$ cat src/hdl/mmx_pkg.sv
// Package of constants and types for the move and multiply execution unit
package mmx_pkg;

  // ****************************************************************
  // Opcode decode fields
  // ****************************************************************
  localparam logic [3:0] MMX_LINE_ZERO = 4'h0;
  localparam logic [3:0] MMX_LINE_QUICK = 4'h7;
  localparam logic [3:0] MMX_LINE_MULW = 4'hc;
  localparam logic [2:0] MMX_PBM_MODE = 3'h1;
  localparam logic [7:0] MMX_ASM_TOP = 8'h0e;
  localparam logic [2:0] MMX_MULW_OP = 3'h7;
  localparam logic [9:0] MMX_MULL_TOP = 10'h130;
  localparam logic [2:0] MMX_EA_AIND = 3'h2;
  localparam logic [2:0] MMX_EA_AIDX = 3'h6;
  localparam logic [2:0] MMX_EA_OTHER = 3'h7;
  localparam logic [2:0] MMX_EA_ABSL = 3'h1;

  // ****************************************************************
  // Direction and size codes
  // ****************************************************************
  localparam logic [2:0] MMX_DS_WORD_IN = 3'h4;
  localparam logic [2:0] MMX_DS_LONG_IN = 3'h5;
  localparam logic [2:0] MMX_DS_WORD_OUT = 3'h6;
  localparam logic [2:0] MMX_DS_LONG_OUT = 3'h7;
  localparam logic [1:0] MMX_SZ_BYTE = 2'h0;
  localparam logic [1:0] MMX_SZ_WORD = 2'h1;
  localparam logic [1:0] MMX_SZ_LONG = 2'h2;

  // ****************************************************************
  // Counts, steps and byte enables
  // ****************************************************************
  localparam logic [31:0] MMX_PBM_STEP = 32'h2;
  localparam logic [2:0] MMX_PBM_WORD_BYTES = 3'h2;
  localparam logic [2:0] MMX_PBM_LONG_BYTES = 3'h4;
  localparam logic [3:0] MMX_BE_BYTE = 4'h1;
  localparam logic [3:0] MMX_BE_WORD = 4'h3;
  localparam logic [3:0] MMX_BE_LONG = 4'hf;

  // ****************************************************************
  // Sequencer states, one-hot
  // ****************************************************************
  typedef enum logic [4:0] {
    MMX_IDLE = 5'h01,
    MMX_PBUS = 5'h02,
    MMX_SBUS = 5'h04,
    MMX_MULHI = 5'h08,
    MMX_FINISH = 5'h10
  } mmx_state_e;

endpackage : mmx_pkg

$ cat src/hdl/mmx_exec.sv
// Decode and execution of peripheral, quick, alternate-space alternate_space_move and signed multiply
// What this block does
// - Peripheral move steps address by two
// - Peripheral move sends high byte first
// - Peripheral address is base plus sign-extended displacement
// - Even address upper lane, odd lower
// - Other bus widths still use alternate bytes
// - Decode peripheral move opcode and fields
// - Three-bit field picks direction and size
// - Quick load sign-extends eight-bit immediate
// - Decode quick load opcode and fields
// - Quick load sets N Z, clears V C
// - Alternate-space move needs supervisor state
// - Function code: destination on store, source load
// - Data register partial, address register sign-extended
// - Size field: byte, word, long
// - Register-type and direction bits in extension
// - Only alterable memory addressing modes accepted
// - Word multiply: 16 by 16 to 32
// - Long multiply: 32 by 32, 32 or 64
// - Multiply sets N Z V, clears C
// - Overflow only for 32-bit long result
// - Width bit picks low or high:low result
//
// Strobed register access and the address map were chosen for this implementation.
`timescale 1ns/100ps
module mmx_exec (
  input wire logic clk,
  input wire logic rst,
  // Instruction issue
  input wire logic issue_valid,
  output logic issue_ready,
  input wire logic [15:0] op_word,
  input wire logic [15:0] ext_word,
  input wire logic supervisor,
  input wire logic [31:0] ea_addr,
  input wire logic [31:0] src_operand,
  // Register file view
  input wire logic [7:0][31:0] data_file,
  input wire logic [7:0][31:0] addr_file,
  input wire logic [2:0] source_space_code,
  input wire logic [2:0] destination_space_code,
  // Register write-back
  output logic wr_en,
  output logic wr_addr_reg,
  output logic [2:0] wr_idx,
  output logic [3:0] wr_be,
  output logic [31:0] wr_data,
  // Condition codes, extend flag never driven
  output logic flags_we,
  output logic flag_n,
  output logic flag_z,
  output logic flag_v,
  output logic flag_c,
  // Memory bus request
  output logic mem_req,
  output logic mem_write,
  output logic [31:0] mem_addr,
  output logic [1:0] mem_size,
  output logic [2:0] mem_space,
  output logic mem_lane_upper,
  output logic [31:0] mem_wdata,
  input wire logic [31:0] mem_rdata,
  input wire logic mem_ack,
  // Completion and traps
  output logic done,
  output logic priv_trap,
  output logic illegal_trap
);
  import mmx_pkg::*;

  // ****************************************************************
  // State record
  // ****************************************************************
  typedef struct packed {
    mmx_state_e state;
    logic wr_en, wr_addr_reg;
    logic [2:0] wr_idx;
    logic [3:0] wr_be;
    logic [31:0] wr_data;
    logic flags_we, flag_n, flag_z, flag_v, flag_c;
    logic mem_req, mem_write;
    logic [31:0] mem_addr;
    logic [1:0] mem_size;
    logic [2:0] mem_space;
    logic mem_lane_upper;
    logic [31:0] mem_wdata;
    logic done, priv_trap, illegal_trap;
    logic [31:0] xfer;
    logic [2:0] cnt;
    logic is_long, to_mem, addr_type;
    logic [2:0] ridx;
    logic [31:0] hi_data;
    logic [2:0] hi_idx;
  } mmx_state_s;

  mmx_state_s cur, next_cur;

  // ****************************************************************
  // Decode
  // ****************************************************************
  logic dec_pbm, dec_quick, dec_asm, dec_mulw, dec_mull, asm_mode_ok, mul_ovf;
  logic [2:0] ea_mode, ea_reg;
  logic [31:0] pbm_addr, quick_val, mul_a, mul_b, asm_src, pbm_load;
  logic signed [63:0] product;
  logic [7:0] lane_byte;

  assign ea_mode = op_word[5:3];
  assign ea_reg = op_word[2:0];
  assign dec_pbm = (op_word[15:12] == MMX_LINE_ZERO) && (ea_mode == MMX_PBM_MODE)
                   && op_word[8];
  assign dec_quick = (op_word[15:12] == MMX_LINE_QUICK) && !op_word[8];
  // size 11 is not an operation size
  assign dec_asm = (op_word[15:8] == MMX_ASM_TOP) && (op_word[7:6] != 2'h3)
                   && (ext_word[10:0] == 11'h000);
  assign dec_mulw = (op_word[15:12] == MMX_LINE_MULW) && (op_word[8:6] == MMX_MULW_OP);
  // long multiply decode, signed form only
  assign dec_mull = (op_word[15:6] == MMX_MULL_TOP) && !ext_word[15] && ext_word[11]
                    && (ext_word[9:3] == 7'h00);
  assign asm_mode_ok = ((ea_mode >= MMX_EA_AIND) && (ea_mode <= MMX_EA_AIDX))
                       || ((ea_mode == MMX_EA_OTHER) && (ea_reg <= MMX_EA_ABSL));
  assign pbm_addr = addr_file[ea_reg] + {{16{ext_word[15]}}, ext_word};
  assign quick_val = {{24{op_word[7]}}, op_word[7:0]};
  // Operands; word form uses only the low halves
  always_comb begin
    if (dec_mulw) begin
      mul_a = {{16{src_operand[15]}}, src_operand[15:0]};
      mul_b = {{16{data_file[op_word[11:9]][15]}}, data_file[op_word[11:9]][15:0]};
    end else begin
      mul_a = src_operand;
      mul_b = data_file[ext_word[14:12]];
    end
  end

  // one signed 32 by 32 multiplier serves both forms
  assign product = $signed(mul_a) * $signed(mul_b);
  // upper half not the sign extension of the lower half
  assign mul_ovf = product[63:32] != {32{product[31]}};
  // Register operand for an alternate-space store
  assign asm_src = ext_word[15] ? addr_file[ext_word[14:12]] : data_file[ext_word[14:12]];

  // byte taken from the lane the address picks
  assign lane_byte = cur.mem_lane_upper ? mem_rdata[15:8] : mem_rdata[7:0];
  // earlier bytes move up as later ones arrive
  assign pbm_load = {cur.xfer[23:0], lane_byte};
  assign issue_ready = cur.state == MMX_IDLE;

  // ****************************************************************
  // Sequencer
  // ****************************************************************
  // Pulses drop every cycle; the case below raises what it needs
  always_comb begin
    next_cur = cur;
    next_cur.wr_en = 1'b0;
    next_cur.flags_we = 1'b0;
    next_cur.done = 1'b0;
    next_cur.priv_trap = 1'b0;
    next_cur.illegal_trap = 1'b0;
    unique case (cur.state)
      MMX_IDLE: begin
        if (issue_valid) begin
          if (dec_pbm) begin
            // bit 7 store direction, bit 6 long size
            next_cur.to_mem = op_word[7];
            next_cur.is_long = op_word[6];
            next_cur.ridx = op_word[11:9];
            next_cur.cnt = op_word[6] ? MMX_PBM_LONG_BYTES : MMX_PBM_WORD_BYTES;
            // word source placed in the top half so high byte leads
            next_cur.xfer = op_word[6] ? data_file[op_word[11:9]]
                                       : {data_file[op_word[11:9]][15:0], 16'h0000};
            next_cur.mem_req = 1'b1;
            next_cur.mem_write = op_word[7];
            next_cur.mem_addr = pbm_addr;
            next_cur.mem_size = MMX_SZ_BYTE;
            next_cur.mem_space = destination_space_code;
            // lane fixed by the first address; steps of two keep it
            next_cur.mem_lane_upper = !pbm_addr[0];
            next_cur.mem_wdata = pbm_addr[0]
              ? {24'h000000, data_file[op_word[11:9]][op_word[6] ? 31 : 15 -: 8]}
              : {16'h0000, data_file[op_word[11:9]][op_word[6] ? 31 : 15 -: 8], 8'h00};
            next_cur.state = MMX_PBUS;
          end else if (dec_quick) begin
            next_cur.wr_en = 1'b1;
            next_cur.wr_addr_reg = 1'b0;
            next_cur.wr_idx = op_word[11:9];
            next_cur.wr_be = MMX_BE_LONG;
            next_cur.wr_data = quick_val;
            // N and Z from result, V and C cleared
            next_cur.flags_we = 1'b1;
            next_cur.flag_n = quick_val[31];
            next_cur.flag_z = quick_val == 32'h00000000;
            next_cur.flag_v = 1'b0;
            next_cur.flag_c = 1'b0;
            next_cur.done = 1'b1;
          end else if (dec_asm) begin
            if (!supervisor) begin
              // privilege trap with no operand cycle
              next_cur.priv_trap = 1'b1;
            end else if (!asm_mode_ok) begin
              next_cur.illegal_trap = 1'b1;
            end else begin
              // extension bit 15 register type, bit 11 direction
              next_cur.addr_type = ext_word[15];
              next_cur.ridx = ext_word[14:12];
              next_cur.to_mem = ext_word[11];
              next_cur.mem_req = 1'b1;
              next_cur.mem_write = ext_word[11];
              next_cur.mem_addr = ea_addr;
              // size code passed to the bus as is
              next_cur.mem_size = op_word[7:6];
              // store uses destination code, load uses source code
              next_cur.mem_space = ext_word[11] ? destination_space_code
                                                : source_space_code;
              next_cur.mem_lane_upper = 1'b0;
              next_cur.mem_wdata = asm_src;
              next_cur.state = MMX_SBUS;
            end
          end else if (dec_mulw || dec_mull) begin
            // full 32-bit product to Dn; low half to low register
            next_cur.wr_en = 1'b1;
            next_cur.wr_addr_reg = 1'b0;
            next_cur.wr_idx = dec_mulw ? op_word[11:9] : ext_word[14:12];
            next_cur.wr_be = MMX_BE_LONG;
            next_cur.wr_data = product[31:0];
            // N Z from result, carry cleared
            next_cur.flags_we = 1'b1;
            next_cur.flag_c = 1'b0;
            if (dec_mull && ext_word[10]) begin
              // high half follows in the next cycle
              next_cur.flag_n = product[63];
              next_cur.flag_z = product == 64'h0000000000000000;
              next_cur.flag_v = 1'b0;
              next_cur.hi_data = product[63:32];
              next_cur.hi_idx = ext_word[2:0];
              next_cur.state = MMX_MULHI;
            end else begin
              next_cur.flag_n = product[31];
              next_cur.flag_z = product[31:0] == 32'h00000000;
              // overflow only in the long 32-bit result form
              next_cur.flag_v = dec_mull && mul_ovf;
              next_cur.done = 1'b1;
            end
          end else begin
            // Anything outside this unit's set is refused
            next_cur.illegal_trap = 1'b1;
          end
        end
      end
      MMX_PBUS: begin
        if (mem_ack) begin
          next_cur.cnt = cur.cnt - 3'h1;
          // shift toward the next lower byte
          next_cur.xfer = cur.to_mem ? {cur.xfer[23:0], 8'h00} : pbm_load;
          if (cur.cnt == 3'h1) begin
            next_cur.mem_req = 1'b0;
            next_cur.state = MMX_FINISH;
            if (!cur.to_mem) begin
              // word load touches only the low 16 bits
              next_cur.wr_en = 1'b1;
              next_cur.wr_addr_reg = 1'b0;
              next_cur.wr_idx = cur.ridx;
              next_cur.wr_be = cur.is_long ? MMX_BE_LONG : MMX_BE_WORD;
              next_cur.wr_data = cur.is_long ? pbm_load : {16'h0000, pbm_load[15:0]};
            end
          end else begin
            // alternate bytes whatever the bus width
            next_cur.mem_addr = cur.mem_addr + MMX_PBM_STEP;
            next_cur.mem_wdata = cur.mem_lane_upper
              ? {16'h0000, cur.xfer[23:16], 8'h00}
              : {24'h000000, cur.xfer[23:16]};
          end
        end
      end
      MMX_SBUS: begin
        if (mem_ack) begin
          next_cur.mem_req = 1'b0;
          next_cur.state = MMX_FINISH;
          if (!cur.to_mem) begin
            next_cur.wr_en = 1'b1;
            next_cur.wr_addr_reg = cur.addr_type;
            next_cur.wr_idx = cur.ridx;
            // address register gets a sign-extended operand
            if (cur.addr_type) begin
              next_cur.wr_be = MMX_BE_LONG;
              unique case (cur.mem_size)
                MMX_SZ_BYTE: next_cur.wr_data = {{24{mem_rdata[7]}}, mem_rdata[7:0]};
                MMX_SZ_WORD: next_cur.wr_data = {{16{mem_rdata[15]}}, mem_rdata[15:0]};
                default: next_cur.wr_data = mem_rdata;
              endcase
            end else begin
              // data register keeps bits above the size
              next_cur.wr_data = mem_rdata;
              unique case (cur.mem_size)
                MMX_SZ_BYTE: next_cur.wr_be = MMX_BE_BYTE;
                MMX_SZ_WORD: next_cur.wr_be = MMX_BE_WORD;
                default: next_cur.wr_be = MMX_BE_LONG;
              endcase
            end
          end
        end
      end
      MMX_MULHI: begin
        // upper product half to the high register
        next_cur.wr_en = 1'b1;
        next_cur.wr_addr_reg = 1'b0;
        next_cur.wr_idx = cur.hi_idx;
        next_cur.wr_be = MMX_BE_LONG;
        next_cur.wr_data = cur.hi_data;
        next_cur.done = 1'b1;
        next_cur.state = MMX_IDLE;
      end
      MMX_FINISH: begin
        // One spare cycle lets the last write settle before the next issue
        next_cur.done = 1'b1;
        next_cur.state = MMX_IDLE;
      end
      default: begin
        next_cur.state = MMX_IDLE;
        next_cur.mem_req = 1'b0;
      end
    endcase
  end

  // ****************************************************************
  // State register
  // ****************************************************************
  always_ff @(posedge clk) begin
    if (rst) begin
      cur <= '0;
      cur.state <= MMX_IDLE;
    end else begin
      cur <= next_cur;
    end
  end

  // Outputs straight from the record
  assign wr_en = cur.wr_en;
  assign wr_addr_reg = cur.wr_addr_reg;
  assign wr_idx = cur.wr_idx;
  assign wr_be = cur.wr_be;
  assign wr_data = cur.wr_data;
  assign flags_we = cur.flags_we;
  assign flag_n = cur.flag_n;
  assign flag_z = cur.flag_z;
  assign flag_v = cur.flag_v;
  assign flag_c = cur.flag_c;
  assign mem_req = cur.mem_req;
  assign mem_write = cur.mem_write;
  assign mem_addr = cur.mem_addr;
  assign mem_size = cur.mem_size;
  assign mem_space = cur.mem_space;
  assign mem_lane_upper = cur.mem_lane_upper;
  assign mem_wdata = cur.mem_wdata;
  assign done = cur.done;
  assign priv_trap = cur.priv_trap;
  assign illegal_trap = cur.illegal_trap;

endmodule : mmx_exec

$ cat config.mk
export PLATFORM = sky130hd
export DESIGN_NAME = mmx_exec
export DESIGN_NICKNAME = d
export VERILOG_FILES = /design/src/hdl/mmx_pkg.sv /design/src/hdl/mmx_exec.sv
export SDC_FILE = /design/constraint.sdc
export NUM_CORES = 2
export LEC_CHECK = 0
export BUFFER_PORTS_ARGS = -buffer_cell sky130_fd_sc_hd__buf_2
export CAP_MARGIN = 10
export CORE_UTILIZATION = 35
export DETAILED_ROUTE_END_ITERATION = 8
export SLEW_MARGIN = 25
export SYNTH_ARGS = -nofsm -noshare
export SYNTH_HDL_FRONTEND = slang
export SYNTH_SLANG_ARGS = --single-unit
$ cat constraint.sdc
create_clock -name clk -period 17.3 [get_ports clk]
set_input_delay 2.595 -clock clk [delete_from_list [all_inputs] [get_ports clk]]
set_output_delay 2.595 -clock clk [all_outputs]
set_load 0.03 [all_outputs]
# ---- Word level (Yosys, flattened, before mapping)
# Index checks and enable logic that the tools add are counted.
dict set report totals {
  register_bits 194
  input_bits 651
  output_inout_bits 122
  word_cells 214
}
dict set report op_classes {
  addsub 3
  mul 1
  order_cmp 6
  n_eq_ne 37
  n_shift 1
  n_mux 86
  bitwise 6
  n_reduce_logical 45
}
# operator count
set ops {}
lappend ops {{32-bit 2-to-1 mux} 13}
lappend ops {{32-bit binary-select mux with 3-bit select} 4}
lappend ops {{72-bit 2-to-1 mux} 5}
lappend ops {{46-bit 2-to-1 mux} 6}
lappend ops {{202-bit 2-to-1 mux} 1}
lappend ops {{32-bit one-hot mux with 2 select lines} 3}
lappend ops {{41-bit one-hot mux with 4 select lines} 1}
lappend ops {{35-bit 2-to-1 mux} 4}
lappend ops {{41-bit 2-to-1 mux} 2}
lappend ops {{36-bit 2-to-1 mux} 2}
lappend ops {{32-bit zero test} 2}
lappend ops {{64-bit zero test} 1}
lappend ops {{32-bit by 32-bit multiplier with 64-bit output} 1}
lappend ops {{27-bit one-hot mux with 2 select lines} 1}
lappend ops {{51-bit 2-to-1 mux} 1}
lappend ops {{5-bit 2-to-1 mux} 10}
lappend ops {{40-bit 2-to-1 mux} 1}
lappend ops {{39-bit by 6-bit variable part select with 8-bit output} 1}
lappend ops {{32-bit by 2-bit adder with 32-bit output (second input constant)} 1}
lappend ops {{32-bit adder} 1}
lappend ops {{16-bit 2-to-1 mux} 2}
lappend ops {{32-bit != test} 1}
lappend ops {{27-bit 2-to-1 mux} 1}
lappend ops {{2-bit != test (second input constant)} 11}
lappend ops {{other kinds (54)} 109}

# ---- Logic depth before layout (Yosys ltp)
dict set report logic_depth {
  word_depth 13
  depth_mapped 40
  ltp_nobuf 35
}

# ---- Least setup slack after synthesis
# OpenSTA, ideal clock, no wires.
dict set report synth_path {
  kind {input port to flip-flop}
  start {input port op_word[9]}
  end {register cur (netlist bit flag_v)}
  setup_ps 123
  t_arrival_ps 13281
  required_time_ps 17177
  setup_slack_ps 3896
  stages 36
  n_path_buf 6
  path_cell_list {clkbuf_1 -> buf_2 -> buf_2 -> buf_1 -> mux4_2 -> mux2i_1 -> a21oi_1 -> clkbuf_1 -> nand2_1 -> inv_1 -> fa_1 -> inv_1 -> fa_1 -> inv_1 -> fa_1 -> fa_1 -> inv_1 -> fa_1 -> fa_1 -> fa_1 -> fa_1 -> inv_1 -> ha_1 -> clkbuf_1 -> a21o_1 -> or3_1 -> o22a_1 -> nor2b_1 -> o2111ai_1 -> nand2b_1 -> xor2_1 -> mux2i_1 -> or4_1 -> or4_1 -> o21bai_1 -> nand3_1}
}
dict set report synth_between {
  elab_chain_cells 10
  word_cells_on_any_way 22
  classes_between {1 x mul; 4 x eq/ne; 7 x mux; 10 x reduce/logical}
}
# item line_no
set synth_lines {}
lappend synth_lines {{start: declaration} mmx_exec.sv:33} ;# input wire logic [15:0] op_word,
lappend synth_lines {{32-bit binary-select mux with 3-bit select} mmx_exec.sv:128} ;# mul_b = {{16{data_file[op_word[11:9]][15]}}, data_file[op_word[11:9]][15:0]};
lappend synth_lines {{32-bit 2-to-1 mux} n/a}
lappend synth_lines {{32-bit 2-to-1 mux} mmx_exec.sv:126} ;# if (dec_mulw) begin
lappend synth_lines {{32-bit by 32-bit multiplier with 64-bit output} mmx_exec.sv:136} ;# assign product = $signed(mul_a) * $signed(mul_b);
lappend synth_lines {{32-bit != test} mmx_exec.sv:138} ;# assign mul_ovf = product[63:32] != {32{product[31]}};
lappend synth_lines {{1-bit logical AND} mmx_exec.sv:240} ;# next_cur.flag_v = dec_mull && mul_ovf;
lappend synth_lines {{3-bit 2-to-1 mux} mmx_exec.sv:228} ;# if (dec_mull && ext_word[10]) begin
lappend synth_lines {{51-bit 2-to-1 mux} mmx_exec.sv:218} ;# end else if (dec_mulw || dec_mull) begin
lappend synth_lines {{46-bit 2-to-1 mux} mmx_exec.sv:195} ;# end else if (dec_asm) begin
lappend synth_lines {{46-bit 2-to-1 mux} mmx_exec.sv:182} ;# end else if (dec_quick) begin
lappend synth_lines {{end signal: assignment} mmx_exec.sv:332} ;# cur <= next_cur;
lappend synth_lines {{end: declaration} mmx_exec.sv:97} ;# mmx_state_s cur, next_cur;
# Several ways; a longest one is shown, not always the timed one. The select of a mux whose other input is x is not followed.
# A chain may end at the register's enable or synchronous reset.

# ---- Worst setup path after layout
dict set report layout_path {
  start {input port op_word[8]}
  end {register cur (netlist bit flag_v)}
}
dict set report layout_between {
  elab_chain_cells 10
  word_cells_on_any_way 27
  classes_between {1 x mul; 5 x eq/ne; 6 x mux; 1 x bitwise; 14 x reduce/logical}
}
# item line_no
set layout_lines {}
lappend layout_lines {{3-bit equality test} mmx_exec.sv:116} ;# assign dec_mulw = (op_word[15:12] == MMX_LINE_MULW) && (op_word[8:6] == MMX_MULW_OP);
lappend layout_lines {{1-bit logical AND} mmx_exec.sv:116}
lappend layout_lines {{32-bit 2-to-1 mux} mmx_exec.sv:126}
lappend layout_lines {{32-bit by 32-bit multiplier with 64-bit output} mmx_exec.sv:136}
lappend layout_lines {{32-bit != test} mmx_exec.sv:138}
lappend layout_lines {{1-bit logical AND} mmx_exec.sv:240}
lappend layout_lines {{3-bit 2-to-1 mux} mmx_exec.sv:228}
lappend layout_lines {{51-bit 2-to-1 mux} mmx_exec.sv:218}
lappend layout_lines {{46-bit 2-to-1 mux} mmx_exec.sv:195}
lappend layout_lines {{46-bit 2-to-1 mux} mmx_exec.sv:182}
# Several ways; a longest one is shown, not always the timed one. The select of a mux whose other input is x is not followed.

==> impl_metrics.py <==
metrics = {
    "critical_path": {
        "cp_max_fo": 24,
        "ff2ff_setup_slack_ns": 13.22,
        "slowest_delay_ns": 0.94,
        "crit_start": "op_word[8]",
        "r2r_cells": 8,
        "cp-end-kind": "flip-flop",
        "critPathKind": "in2reg",
        "cp-start-kind": "input pin",
        "cpMaxStageDelayCell": "fa_1",
        "cp_common_cell": "fa_1",
        "cp_data_required_time_ns": 17.67,
        "crit_arrival_ns": 14.62,
        "r2r_end": "wr_data[26]$_SDFFE_PP0P_",
        "r2r_start": "cur[197]$_SDFFE_PP1P_",
        "endpoint": "flag_v$_SDFFE_PP0P_",
    },
    "cells_and_area": {
        "regMostFlops": "cur",
        "largest_reg_flops": 73,
        "drive_gt1_share_pct": 19.8,
        "layout.nets": 8597,
        "fillers": 16496,
        "multi_input_area_sq_um": 46800,
        "syn2layout_area_growth_pct": 10.7,
        "ff_latch_area_sq_um": 3840,
        "final_area_sq_um": 62700,
    },
    "clocking": {
        "cts_resized": 0,
        "clock_latency_ns": 0.49,
        "cts_buffers": 17,
        "cts_setup_buffers": 0,
        "hold_buffers": 0,
        "tritoncts": "built",
        "cts_buffer_depth": 2,
        "clockRootBuffer": "clkbuf_16",
        "cts.sinks": 192,
        "clkTransAtPathRegs_ns": 0.08,
        "h-tree-depth": 4,
    },
    "logic_synthesis": {
        "synth_edf_count": 0,
        "synth_seq_cells": 192,
        "syn_inst": 6254,
        "synth_ff_type": "dfxtp_1",
        "synth_top_area_cell": "fa_1",
        "seq_area_frac_synth_pct": 6.79,
        "syn_area_sq_um": 56600,
        "ys_top_cells_by_count": "1083 x fa_1, 1022 x inv_1, 827 x nand2_1, 450 x nor2_1, 335 x clkbuf_1",
        "synth.most_common_cell": "fa_1",
        "yosysTopAreaCellShare_pct": 38.3,
        "synth_area_leaders": "fa_1 38%, mux4_2 10%, dfxtp_1 6.8%",
        "synth_fp_nets": 8206,
        "yosysWarnings": 0,
        "syn_area_per_cell_sq_um": 9.05,
        "ys_types": 91,
        "async_flop_share_pct": 0,
    },
    "route": {
        "drt_iter0_drc": 5504,
        "wl_um": 267000,
        "viasPerCell": 5.67,
        "vias": 50457,
        "wl_per_cell_um": 30.0,
        "ant_nets": 0,
        "firstDrtPassIters": 9,
        "drc": 0,
    },
    "grt": {
        "first_global_vias": 50176,
        "antenna_found_initial": 139,
        "grt_use_total_pct": 32.5,
        "grt_pass1_wl_um": 376000,
        "grt_max_degree": 112,
        "overflow": 0,
    },
    "timing": {
        "finalSetupTns_ns": 0,
        "rsz0062_at_grt": "no",
        "period_needed_ns": 14.25,
        "finalWorstSetupSlack_ns": 3.05,
        "clock_skew_ns": 0.0158,
        "hold_violations": 0,
        "worstMarginPinSlew_ns": 1.15,
        "period_share_pct": 82.4,
        "clock.fmax_mhz": 70.2,
        "setup_viol": 0,
        "maxSlewHeadroom_pct": 21.1,
        "timing.final.max_slew_violations": 0,
    },
    "placement": {
        "dpl_cell_area_sq_um": 61900,
        "place_ws_ns": 2.60,
        "dpl.hpwl_um": 228000,
        "gp_congestion": 1.03,
        "port_buffers": 771,
    },
    "floorplan": {
        "fp.dieH_um": 404,
        "die_area_sq_um": 163000,
        "pin_count": 773,
        "core-area_sq_um": 161000,
        "initial_core_util_pct": 35.2,
        "die_x_um": 404,
        "fp-row-count": 147,
    },
    "min_path": {
        "worst_hold_path_type": "reg2reg",
    },
    "status": {
        "status": "complete, no violations",
    },
    "flow_run": {
        "cap_violations": 0,
    },
}
cells by family after synthesis:
group	share of synthesized area (%)
simple gates	15.4
buf+inv	10.9
fa+ha+maj	43.1
compound gates	9.21
mux	13.0
flops	6.79
xor+xnor	1.59
other cells	0.00663
layout make-up:
type	count	area share (%)
Multi-Input combinational cell	4542	74.7
Timing Repair Buffer	869	7.42
Sequential cell	192	6.13
Inverter	1023	6.13
Tap cell	2160	4.31
Clock buffer	17	0.679
Antenna cell	77	0.307
Clock inverter	15	0.272
worst max-delay path, delay by kind of cell:
kind | cells | cell delay [ns]
AND/OR/NAND/NOR | 12 | 4.32
buffers and inverters | 7 | 1.72
multiplexers | 1 | 0.12
adder cells (fa/ha/maj) | 9 | 4.77
XOR/XNOR | 1 | 0.30
AO/OA/AOI/OAI | 4 | 0.75
per-layer routing:
layer	track usage [%]	part of all wire, %
met1	42.6	39
met2	49.5	45
met3	7.69	10
met4	17.7	6.2
met5	0	0.11
layout by cell type (no fill, tap or decap), types with 119 or more instances in the layout:
cell type,count
buf_2,762
a21oi_1,234
nor2_1,432
inv_1,1022
and2_1,306
nor3_1,119
dfxtp_1,192
fa_1,1083
mux4_2,256
o21ai_0,169
nand2_1,822
ha_1,218
stage by stage:
| step | util (%) | hold WS [ns] | cells |
|---|---|---|---|
| 6_report | 39.0 | 0.456 | 8895 |
| 5_1_grt | 39.0 | 0.471 | 8873 |
| 4_1_cts | 38.9 | 0.454 | 8818 |
| 3_5_place_dp | 38.5 | 0.444 | 8786 |
| 3_3_place_gp | 38.5 | 0.431 | 8785 |
| 2_1_floorplan | - | 0.426 | 6254 |
worst min-delay path by stage:
stage,start,to,depth (start not counted)
finish,wr_idx[1]$_SDFFE_PP0P_,wr_idx[1]$_SDFFE_PP0P_,2
floorplan,wr_be[0]$_SDFFE_PP0P_,wr_be[0]$_SDFFE_PP0P_,2
global placement,wr_be[0]$_SDFFE_PP0P_,wr_be[0]$_SDFFE_PP0P_,2
CTS,mem_wdata[29]$_SDFFE_PP0P_,mem_wdata[29]$_SDFFE_PP0P_,2
global route,mem_wdata[23]$_SDFFE_PP0P_,mem_wdata[23]$_SDFFE_PP0P_,2
detailed placement,mem_wdata[29]$_SDFFE_PP0P_,mem_wdata[29]$_SDFFE_PP0P_,2
Power is not shown: default switching activity piles up to over one toggle a cycle in this logic, so the estimate is an artifact.
